--- config.mk ---
export PLATFORM = sky130hd
export DESIGN_NAME = adcc_ctrl
export DESIGN_NICKNAME = d
export VERILOG_FILES = /design/src/hdl/adcc_pkg.sv /design/src/hdl/adcc_timer.sv /design/src/hdl/adcc_ctrl.sv
export SDC_FILE = /design/constraint.sdc
export NUM_CORES = 1
export LEC_CHECK = 0
export BUFFER_PORTS_ARGS = -buffer_cell sky130_fd_sc_hd__buf_2
export CORE_AREA = 2 2 98 90
export DETAILED_ROUTE_END_ITERATION = 8
export DIE_AREA = 0 0 100 92
export HOLD_SLACK_MARGIN = 0.15
export PLACE_DENSITY = 0.49
export SYNTH_ARGS = -nofsm -noshare
export SYNTH_HDL_FRONTEND = slang
export SYNTH_SLANG_ARGS = --single-unit
export TNS_END_PERCENT = 50
--- constraint.sdc ---
create_clock -name mclk -period 3.8 [get_ports mclk]
set_clock_uncertainty 0.1 [all_clocks]
set_input_delay 0.38 -clock mclk [delete_from_list [all_inputs] [get_ports mclk]]
set_output_delay 0.38 -clock mclk [all_outputs]
set_load 0.01 [all_outputs]
--- src/hdl/adcc_pkg.sv ---
package adcc_pkg;
   // ==========================================
   // Register map
   localparam logic [11:0] CTL0_ADDR = 12'h0f70;
   localparam logic [11:0] CTL1_ADDR = 12'h0f71;
   localparam logic [11:0] STAT_ADDR = 12'h0f74;
   localparam logic [7:0] CTL0_RST = 8'h00;
   localparam logic [7:0] CTL1_RST = 8'h80;
   localparam logic [7:0] CTL1_WMASK = 8'h0087;
   // ==========================================
   // Field positions
   localparam int START_POS = 7;
   localparam int REFL_POS = 6;
   localparam int REF_BUFFER_DRIVE_ENABLE_POS = 5;
   localparam int CONTINUOUS_MODE_BIT_POS = 4;
   localparam int REFH_POS = 7;
   localparam int BUFM_DIFF_POS = 2;
   // ==========================================
   // Input codes and reference codes
   localparam logic [3:0] SEL_LAST_SE = 4'h0007;
   localparam logic [3:0] SEL_TEMP = 4'h000e;
   localparam logic [3:0] SEL_HOLD = 4'h000c;
   localparam logic [3:0] SEL_LAST_DIFF = 4'h000a;
   localparam logic [3:0] SEL_OFFSET = 4'h000f;
   localparam logic [1:0] REF_EXT = 2'h0;
   localparam logic [1:0] REF_1V0 = 2'h1;
   localparam logic [1:0] REF_2V0 = 2'h2;
   // ==========================================
   // Timing
   localparam int FIRST_CLKS = 5129;
   localparam int CONTINUOUS_MODE_BIT_CLKS = 256;
   localparam int TEMP_FACTOR = 2;

   typedef enum logic [1:0] {
      ADCC_IDLE = 2'b00,
      ADCC_FIRST = 2'b01,
      ADCC_CONTINUOUS_MODE_BIT = 2'b10
   } adcc_state_t;

   // Analog core controls
   typedef struct packed {
      logic int_ref_en;
      logic ref_1v0;
      logic ref_2v0;
      logic ref_buf_en;
      logic diff_mode;
      logic switches_open;
      logic offset_short;
      logic temp_sel;
      logic [3:0] channel;
   } adcc_analog_t;
endpackage

--- src/hdl/adcc_timer.sv ---
`timescale 1ns/1ps
`default_nettype none
module adcc_timer #(
   parameter int CW = 14
) (
   // Clock and reset
   input wire logic mclk,
   input wire logic srst,
   // Control
   input wire logic load,
   input wire logic clear,
   input wire logic [CW-1:0] load_val,
   // Status
   output logic expire
);
   logic [CW-1:0] cnt_r;
   logic run_r;

   always_ff @(posedge mclk) begin
      if (srst || clear) begin
         cnt_r <= '0;
         run_r <= 1'b0;
      end else if (load) begin
         cnt_r <= load_val - CW'(1);
         run_r <= 1'b1;
      end else if (run_r) begin
         if (cnt_r == '0) begin
            run_r <= 1'b0;
         end else begin
            cnt_r <= cnt_r - CW'(1);
         end
      end
   end

   // Not gated by load: reload is fed back from expire
   assign expire = run_r && (cnt_r == '0) && !clear;
endmodule
`default_nettype wire

--- src/hdl/adcc_ctrl.sv ---
// The implementer's own choice: the Avalon-MM register port.
`timescale 1ns/1ps
`default_nettype none
module adcc_ctrl #(
   parameter int FIRST_CLKS = adcc_pkg::FIRST_CLKS,
   parameter int CONTINUOUS_MODE_BIT_CLKS = adcc_pkg::CONTINUOUS_MODE_BIT_CLKS
) (
   // Clock and reset
   input wire logic mclk,
   input wire logic srst,
   // Avalon-MM slave
   input wire logic [11:0] avs_address,
   input wire logic avs_read,
   input wire logic avs_write,
   input wire logic [7:0] avs_writedata,
   output logic [7:0] avs_readdata,
   output logic avs_waitrequest,
   // Analog core
   output adcc_pkg::adcc_analog_t analog_ctl,
   output logic sample_strobe
);
   localparam int CW = $clog2(FIRST_CLKS * adcc_pkg::TEMP_FACTOR + 1);

   logic [7:0] ctl0_r;
   logic [7:0] ctl1_r;
   logic ack_r;
   logic done_r;
   adcc_pkg::adcc_state_t state_r;
   logic tm_load, tm_expire;
   logic [CW-1:0] tm_val;
   logic wr_ctl0, wr_ctl1;
   logic [1:0] ref_sel;
   logic diff_m;
   logic [3:0] sel;

   function automatic logic sel_valid(input logic [3:0] s, input logic d);
      if (d) begin
         sel_valid = (s <= adcc_pkg::SEL_LAST_DIFF) ||
                     (s == adcc_pkg::SEL_OFFSET);
      end else begin
         sel_valid = (s <= adcc_pkg::SEL_LAST_SE) ||
                     (s == adcc_pkg::SEL_TEMP) || (s == adcc_pkg::SEL_HOLD);
      end
   endfunction

   function automatic logic [CW-1:0] dur(input int base, input logic t);
      dur = t ? CW'(base * adcc_pkg::TEMP_FACTOR) : CW'(base);
   endfunction

   // ==========================================
   // Bus slave: one wait cycle per access
   assign wr_ctl0 = avs_write && ack_r && (avs_address == adcc_pkg::CTL0_ADDR);
   assign wr_ctl1 = avs_write && ack_r && (avs_address == adcc_pkg::CTL1_ADDR);

   always_ff @(posedge mclk) begin
      if (srst || ack_r) begin
         ack_r <= 1'b0;
      end else begin
         ack_r <= avs_read || avs_write;
      end
   end

   always_ff @(posedge mclk) begin
      if (srst) begin
         avs_waitrequest <= 1'b1;
      end else begin
         avs_waitrequest <= !((avs_read || avs_write) && !ack_r);
      end
   end

   always_ff @(posedge mclk) begin
      if (srst) begin
         avs_readdata <= 8'h00;
      end else if (avs_read && !ack_r) begin
         case (avs_address)
            adcc_pkg::CTL0_ADDR: avs_readdata <= ctl0_r;
            adcc_pkg::CTL1_ADDR: avs_readdata <= ctl1_r;
            adcc_pkg::STAT_ADDR: avs_readdata <= {6'h00, state_r != adcc_pkg::ADCC_IDLE, done_r};
            default: avs_readdata <= 8'h00;
         endcase
      end
   end

   // ==========================================
   // Control registers
   always_ff @(posedge mclk) begin
      if (srst) begin
         ctl0_r <= adcc_pkg::CTL0_RST;
      end else begin
         if (wr_ctl0) begin
            ctl0_r[adcc_pkg::START_POS-1:0] <= avs_writedata[adcc_pkg::START_POS-1:0];
            if (avs_writedata[adcc_pkg::START_POS]) begin
               ctl0_r[adcc_pkg::START_POS] <= 1'b1;
            end
         end
         if (tm_expire && state_r != adcc_pkg::ADCC_IDLE &&
             !ctl0_r[adcc_pkg::CONTINUOUS_MODE_BIT_POS]) begin
            ctl0_r[adcc_pkg::START_POS] <= 1'b0;
         end
      end
   end

   always_ff @(posedge mclk) begin
      if (srst) begin
         ctl1_r <= adcc_pkg::CTL1_RST;
      end else if (wr_ctl1) begin
         ctl1_r <= avs_writedata & adcc_pkg::CTL1_WMASK;
      end
   end

   // ==========================================
   // Sequencer
   assign sel = ctl0_r[3:0];
   assign diff_m = ctl1_r[adcc_pkg::BUFM_DIFF_POS];
   assign tm_val = dur(state_r == adcc_pkg::ADCC_IDLE ? FIRST_CLKS : CONTINUOUS_MODE_BIT_CLKS,
                       !diff_m && sel == adcc_pkg::SEL_TEMP);
   assign tm_load = (state_r == adcc_pkg::ADCC_IDLE && ctl0_r[adcc_pkg::START_POS]) ||
                    (tm_expire && ctl0_r[adcc_pkg::CONTINUOUS_MODE_BIT_POS]);

   adcc_timer #(.CW(CW)) u_timer (
      .mclk(mclk),
      .srst(srst),
      .load(tm_load),
      .clear(1'b0),
      .load_val(tm_val),
      .expire(tm_expire)
   );

   always_ff @(posedge mclk) begin
      if (srst) begin
         state_r <= adcc_pkg::ADCC_IDLE;
      end else begin
         case (state_r)
            adcc_pkg::ADCC_IDLE: if (ctl0_r[adcc_pkg::START_POS]) begin
               state_r <= adcc_pkg::ADCC_FIRST;
            end
            adcc_pkg::ADCC_FIRST, adcc_pkg::ADCC_CONTINUOUS_MODE_BIT: if (tm_expire) begin
               state_r <= ctl0_r[adcc_pkg::CONTINUOUS_MODE_BIT_POS] ? adcc_pkg::ADCC_CONTINUOUS_MODE_BIT :
                          adcc_pkg::ADCC_IDLE;
            end
            default: state_r <= adcc_pkg::ADCC_IDLE;
         endcase
      end
   end

   always_ff @(posedge mclk) begin
      if (srst) begin
         sample_strobe <= 1'b0;
         done_r <= 1'b0;
      end else begin
         sample_strobe <= tm_expire;
         if (tm_expire) begin
            done_r <= 1'b1;
         end else if (wr_ctl0 && avs_writedata[adcc_pkg::START_POS]) begin
            done_r <= 1'b0;
         end
      end
   end

   // ==========================================
   // Analog controls; comparator reference lives elsewhere
   assign ref_sel = {ctl1_r[adcc_pkg::REFH_POS], ctl0_r[adcc_pkg::REFL_POS]};
   always_ff @(posedge mclk) begin
      if (srst) begin
         analog_ctl <= '0;
      end else begin
         analog_ctl.int_ref_en <= ref_sel == adcc_pkg::REF_1V0 ||
                                  ref_sel == adcc_pkg::REF_2V0;
         analog_ctl.ref_1v0 <= ref_sel == adcc_pkg::REF_1V0;
         analog_ctl.ref_2v0 <= ref_sel == adcc_pkg::REF_2V0;
         analog_ctl.ref_buf_en <= ctl0_r[adcc_pkg::REF_BUFFER_DRIVE_ENABLE_POS];
         analog_ctl.diff_mode <= diff_m;
         analog_ctl.switches_open <= !sel_valid(sel, diff_m);
         analog_ctl.offset_short <= diff_m && sel == adcc_pkg::SEL_OFFSET;
         analog_ctl.temp_sel <= !diff_m && sel == adcc_pkg::SEL_TEMP;
         analog_ctl.channel <= sel;
      end
   end

   // ==========================================
   // Checks
   property p_wait_one;
      @(posedge mclk) disable iff (srst)
      ($rose(avs_read) || $rose(avs_write)) |-> avs_waitrequest ##1 !avs_waitrequest;
   endproperty
   a_wait_one: assert property (p_wait_one) else $error("bus wait not one cycle");

   property p_ref_2v0;
      @(posedge mclk) disable iff (srst)
      (ref_sel == adcc_pkg::REF_2V0) |=> analog_ctl.ref_2v0 && !analog_ctl.ref_1v0;
   endproperty
   a_ref_2v0: assert property (p_ref_2v0) else $error("2.0 V ref decode wrong");

   property p_ref_ext;
      @(posedge mclk) disable iff (srst)
      (ref_sel == adcc_pkg::REF_EXT) |=> !analog_ctl.int_ref_en;
   endproperty
   a_ref_ext: assert property (p_ref_ext) else $error("external ref not honoured");

   property p_ref_mix;
      @(posedge mclk) disable iff (srst)
      1'b1 |=> analog_ctl.int_ref_en == ($past(ctl1_r[adcc_pkg::REFH_POS]) ^ $past(ctl0_r[adcc_pkg::REFL_POS]));
   endproperty
   a_ref_mix: assert property (p_ref_mix) else $error("ref selector concat wrong");

   property p_start_first;
      @(posedge mclk) disable iff (srst)
      (state_r == adcc_pkg::ADCC_IDLE && ctl0_r[adcc_pkg::START_POS]) |=> !sample_strobe[*8];
   endproperty
   a_start_first: assert property (p_start_first) else $error("early result");

   property p_single_clear;
      @(posedge mclk) disable iff (srst)
      (tm_expire && state_r == adcc_pkg::ADCC_FIRST && !ctl0_r[adcc_pkg::CONTINUOUS_MODE_BIT_POS])
         |=> !ctl0_r[adcc_pkg::START_POS] || $past(wr_ctl0);
   endproperty
   a_single_clear: assert property (p_single_clear) else $error("start not cleared");

   property p_continuous_mode_bit_period;
      @(posedge mclk) disable iff (srst)
      (tm_expire && state_r == adcc_pkg::ADCC_CONTINUOUS_MODE_BIT && ctl0_r[adcc_pkg::CONTINUOUS_MODE_BIT_POS] && sel != adcc_pkg::SEL_TEMP)
         |=> !tm_expire[*7];
   endproperty
   a_continuous_mode_bit_period: assert property (p_continuous_mode_bit_period) else $error("refresh too soon");

   property p_reserved_open;
      @(posedge mclk) disable iff (srst)
      (!diff_m && sel == 4'h000d) |=> analog_ctl.switches_open;
   endproperty
   a_reserved_open: assert property (p_reserved_open) else $error("reserved code closed switch");

   property p_offset;
      @(posedge mclk) disable iff (srst)
      (diff_m && sel == adcc_pkg::SEL_OFFSET) |=> analog_ctl.offset_short && !analog_ctl.switches_open;
   endproperty
   a_offset: assert property (p_offset) else $error("offset short missing");

   property p_temp;
      @(posedge mclk) disable iff (srst)
      (!diff_m && sel == adcc_pkg::SEL_TEMP) |=> analog_ctl.temp_sel;
   endproperty
   a_temp: assert property (p_temp) else $error("temp select missing");

   property p_cv_single;
      @(posedge mclk) disable iff (srst)
      state_r == adcc_pkg::ADCC_FIRST ##1 state_r == adcc_pkg::ADCC_IDLE;
   endproperty
   c_single: cover property (p_cv_single);

   property p_cv_continuous_mode_bit;
      @(posedge mclk) disable iff (srst)
      state_r == adcc_pkg::ADCC_CONTINUOUS_MODE_BIT && tm_expire;
   endproperty
   c_continuous_mode_bit: cover property (p_cv_continuous_mode_bit);

   property p_cv_temp;
      @(posedge mclk) disable iff (srst)
      analog_ctl.temp_sel && sample_strobe;
   endproperty
   c_temp: cover property (p_cv_temp);
endmodule
`default_nettype wire

=== Yosys cells after proc, flatten, opt, wreduce, memory -nomap -nowiden ===
Index checks and enable logic that the tools add are counted.

* Add/subtract/negate cells: 2
* $mul: 0
* Divide/modulo/power cells: 0
* Order comparisons: 2
* Equal/unequal tests: 13
* Shift-type cells: 0
* Muxes and demuxes: 17
* Bitwise logic cells: 0
* Reduce and logical (&&, ||, !) cells: 35

{| class="wikitable"
|+ Operators by type and width
! operator !! count
|-
| 2-to-1 mux 14 bit || 4
|-
| equality test 12 bit (second input constant) || 3
|-
| subtractor 14 x 1 -> 14 bit (second input constant) || 2
|-
| case mux 8 bit (3 select lines) || 1
|-
| logical NOT 14 bit || 1
|-
| logical AND 1 bit || 13
|-
| 2-to-1 mux 13 bit || 1
|-
| equality test 4 bit (second input constant) || 3
|-
| logical OR 1 bit || 7
|-
| 2-to-1 mux 1 bit || 7
|-
| 2-to-1 mux 2 bit || 3
|-
| inequality test 2 bit (second input constant) || 3
|-
| AND reduction 2 bit || 3
|-
| nonzero test 2 bit || 3
|-
| logical NOT 1 bit || 5
|-
| equality test 2 x 1 -> 1 bit (second input constant) || 2
|-
| equality test 2 bit (second input constant) || 2
|-
| <= comparator 4 x 3 -> 1 bit (second input constant) || 1
|-
| <= comparator 4 bit (second input constant) || 1
|-
| case mux 2 bit (2 select lines) || 1
|-
| OR reduction 2 bit || 2
|-
| logical NOT 2 bit || 1
|}

* Register bits after elaboration: 53
* Bits in latches: 0
* Bits in writable memories: 0
* Bits in read-only memories: 0
* Bits of input ports: 24
* Output and inout port bits: 22
* Memories kept: 0

=== Logic depth before layout (Yosys ltp) ===
* Depth after elaboration: 6
* Mapped depth: 13
* Gate-level depth less buffers: 12

=== Cells and area by module ===
From an unflattened synthesis, not the netlist that was laid out.

* Cells, all modules: 312
* Area total of the unflattened synthesis: 2,728.9 µm²

{| class="wikitable"
|+ Modules (own cells, without submodules)
! module !! instances !! cells an instance !! area each (µm²)
|-
| adcc_ctrl || 1 || 167 || 1,597.8
|-
| adcc_timer || 1 || 145 || 1,131.1
|}

=== Worst setup path after synthesis ===
No wires, ideal clock.

* Kind: register -> register
* Start point: register u_timer.cnt_r[5]
* End point: register u_timer.cnt_r[6]
* Setup time: 132 ps
* Arrival: 2,802 ps
* Required time: 3,568 ps
* Path slack: 766 ps
* Stages on the path, launching flop included: 12
* Path buffers: 1
* Cell sequence: dfxtp_1 or4_4 buf_6 nor2_1 a31oi_1 a21oi_1 ha_1 nor4b_1 o311a_1 nand2_1 nand3_1 a21oi_1

* Word-level cells in the longest chain between the ends: 6

{| class="wikitable"
|+ RTL lines
! what !! RTL line !! RTL
|-
| start: declaration || adcc_timer.sv:16 || <nowiki>logic [CW-1:0] cnt_r;</nowiki>
|-
| start signal: assignment || adcc_timer.sv:24 || <nowiki>cnt_r <= load_val - CW'(1);</nowiki>
|-
| start signal: assignment || adcc_timer.sv:30 || <nowiki>cnt_r <= cnt_r - CW'(1);</nowiki>
|-
| parallel branches: the longest is 6 deep, another holds subtractor 14 x 1 -> 14 bit || - ||
|}

Several ways; the timed one is not identified. The select of a mux whose other input is x is not followed.
A chain may end at the register's enable or synchronous reset.

=== Final worst setup path ===
* Start point: register u_timer.cnt_r[0]
* End point: register u_timer.cnt_r[6]

Same word-level chain as after synthesis.

==> metrics.txt <==
Int Power=0.779 mW; Leak=1.23 nW; Routed Wire Length=roughly 6400 um; post-CTS sizing=0; crit path kind=reg2reg; Total GRT Usage=14.1%; total power=1.00 mW; HPWL Detailed=between 4000 and 5000 um; Initial DRC Count=75; setup bufs post-CTS=0; vias in the first global route=2,116; Synth Net Count=approximately 320; # fillers=around 900; ratio of cells with drive above 1 in the final layout=22.7%; Hold Violations, Final=0; total core area=0.00833 mm2; post-synthesis simple-gate area fraction=between 20% and 30%; Sink Count=53; Die X=100 um; Rel. slew slack=37.6%; post-route ant nets=0; register area share after synthesis=41.3%; Syn. warnings=0; Layout Utilization=about 36%; Synth top area share=approximately two fifths; WP data required=3850 ps; n_diodes=0; Max Slew Vio Count=0; Clk pwr share=38.5%; sw frac=between 20 and 25%; initial antenna violation count=0; Remaining Overflow, GRT=0; post-synthesis cell area=0.00257 mm2; Synth Instances=between 200 and 300; fin nets=364; CP Cell Sequence=or4_4 > nor2_1 > a31oi_1 > a21oi_1 > ha_1 > nor4b_1 > o311a_1 > nand2_1 > nand3_1 > a21oi_1; Row Count=32; Worst Hold Class=in2reg; hold_ws=about 210 ps; Routed WL per cell=14.6 um; Largest delay share family, worst path=simple AND/OR/NAND/NOR gates; Netlist cell types=60; Worst Path Arrival=~3300 ps; max-capacitance violation count=0; Root Buffer=clkbuf_8; drt pass-1 iters=4; Synth Flop Type=dfxtp_1; Via density=a little over 5; post-synth top area cell=dfxtp_1; total CTS buffers=5; shortest period the worst path allows=between 3000 and 4000 ps; CP Max Fanout=7; PortBufs=45; Die Area=about 0.009 mm2; post-synthesis mux area share=around 5.6%; Finished Layout Cells=between 400 and 500; dpl cells=429; RSZ-0062 raised after global routing=false; Initial Utilization=between 30 and 40%; cts hold-fix bufs=0; vias=between 2,000 and 2,500; Seq cells post-synth=53; largest family of logic cells by synthesized area=simple AND/OR/NAND/NOR gates; H-tree levels=2; synthesis-to-layout area growth=16.9%; TritonCTS clock tree=done; Reg power frac=56.0%; adder-cell area share of the yosys netlist=between 2 and 3%; die height=slightly above 90 um; P_sw=about 0.22 mW; area fraction in compound gates after synthesis=between 20% and 30%; clk slew on worst S/H paths=100 ps; Final setup viols=0; fmax=309 MHz; Worst-Margin Slew=936 ps; I/O pins=between 40 and 50; asr flop ratio synth=0%; post-route clock period utilization=85.2%; Clock Latency Late Sink=around 300 ps; first-pass GRT wire length=approximately 11,000 um; outcome=completed; largest cells by area after synthesis=dfxtp_1 41%, nor2_1 6.6%, mux2i_1 4.3%; nature of the critical path startpoint=flop; most frequent CP cell=a21oi_1; Routability Congestion=a little under 0.9; Sum Neg Setup Slack=0 ps; largest net degree at the start of global routing=50; CTS Buffer Depth=2; EDFF count, synth=0; crit path max-delay cell type=or4_4; residual DRC count=0; Synth Area in XOR/XNOR=0.682%; CP endpoint kind=flop; syn_area_per_cell=a little under 9 um2; PwrDens=~330 mW/mm2; maximum vdd ir drop=about 0.00014 V; CP max stage delay=roughly 600 ps; CP Buf/Inv Count=0; combinational power share=under 10%
==> power by group through the flow <==
stage	Clock (mW)	Sequential [mW]	Combinational, mW
2_1_floorplan	0	0.575	0.0316
3_3_place_gp	0	0.574	0.0549
3_5_place_dp	0	0.574	0.0549
4_1_cts	0.399	0.561	0.0551
5_1_grt	0.420	0.562	0.0609
6_report	0.386	0.561	0.0546
==> worst register-to-register path, stage by stage, from the launching register on <==
cell and delay (ps):
dfxtp_1 340, or4_4 600, nor2_1 340, a31oi_1 170, a21oi_1 180, ha_1 280, nor4b_1 570, o311a_1 310
nand2_1 50, nand3_1 80, a21oi_1 70
==> state kept, by name, indices dropped and copies added (netlist names), 2 cells and up <==
signal and flops:
analog_ctl 12, avs_readdata 8, ctl0_r 8, ctl1_r 4
state_r 2, u_timer.cnt_r 14
==> through the flow <==
| step | setup WS (ps) | area (um2) |
|---|---|---|
| 2_1_floorplan | 766 | 2570 |
| 3_3_place_gp | 706 | 2890 |
| 3_5_place_dp | 625 | 2890 |
| 4_1_cts | 608 | 3000 |
| 5_1_grt | 286 | 3000 |
| 6_report | 561 | 3000 |
==> worst paths after layout <==
path	cells after the start	from	slack, ps	end
worst min-delay path	3	avs_writedata[3]	210	ctl0_r[3]
worst max register to register	10	u_timer.cnt_r[0]	560	u_timer.cnt_r[6]
worst min register to register	2	state_r[1]	380	state_r[1]
worst max-delay path	10	u_timer.cnt_r[0]	560	u_timer.cnt_r[6]
==> placed cells by master, fill, tap and decap left out, drive strengths merged, types with 5 or more instances in the layout <==
master and n:
a22oi 7, inv 8, a21oi 21, o21ai 13, dfxtp 53, nor4 5, buf 50, nor3 10
nand3 8, mux2i 11, nand2 19, ha 6, nor2b 8, nor2 45, clkbuf 6
==> Yosys cell counts, types with 2 or more instances <==
cell type / count
inv_1: 8
nand3_1: 8
a31oi_1: 2
a211oi_1: 3
nand4_1: 4
or4_4: 3
nor2b_1: 8
clkbuf_1: 11
or2_2: 4
mux2i_1: 11
nand3b_1: 3
a311oi_1: 4
a21oi_1: 21
nor3_1: 9
o21ai_0: 13
xnor2_1: 2
nand2_1: 18
a22oi_1: 7
nor4_1: 4
mux2_2: 3
nor2_1: 45
and3_1: 2
dfxtp_1: 53
ha_1: 6
nand2b_1: 3
a211o_1: 2
o22ai_1: 2
==> metal layers <==
metal | vias to the layer above | global-route usage [%] | share of wire [%]
li1 | 1146 | - | -
met5 | - | 0 | 0
met1 | 1062 | 20.4 | 52
met4 | 0 | 2.97 | 0.50
met2 | 32 | 22.1 | 45
met3 | 2 | 2.44 | 3.0
==> cells by family (layout without fill, tap and decap cells) <==
kind of cell | count (synthesis) | after routing
and+or+nand+nor | 123 | 123
AOI/OAI and AO/OA | 71 | 71
DFF | 53 | 53
buffers and inverters | 23 | 66
muxes | 14 | 14
adders and majority gates | 6 | 6
xor gates and xnor gates | 2 | 2
==> cell type report <==
| cell class | instances | area [um2] | area share [%] |
|---|---|---|---|
| multi-input combinational | 216 | 1410 | 46.9 |
| sequential | 53 | 1060 | 35.3 |
| timing repair buffer | 50 | 263 | 8.75 |
| tap | 102 | 128 | 4.25 |
| clock buffer | 6 | 72.6 | 2.42 |
| clock inverter | 2 | 38.8 | 1.29 |
| inverter | 8 | 30.0 | 1.00 |
Power figures use the tool's default switching activity.
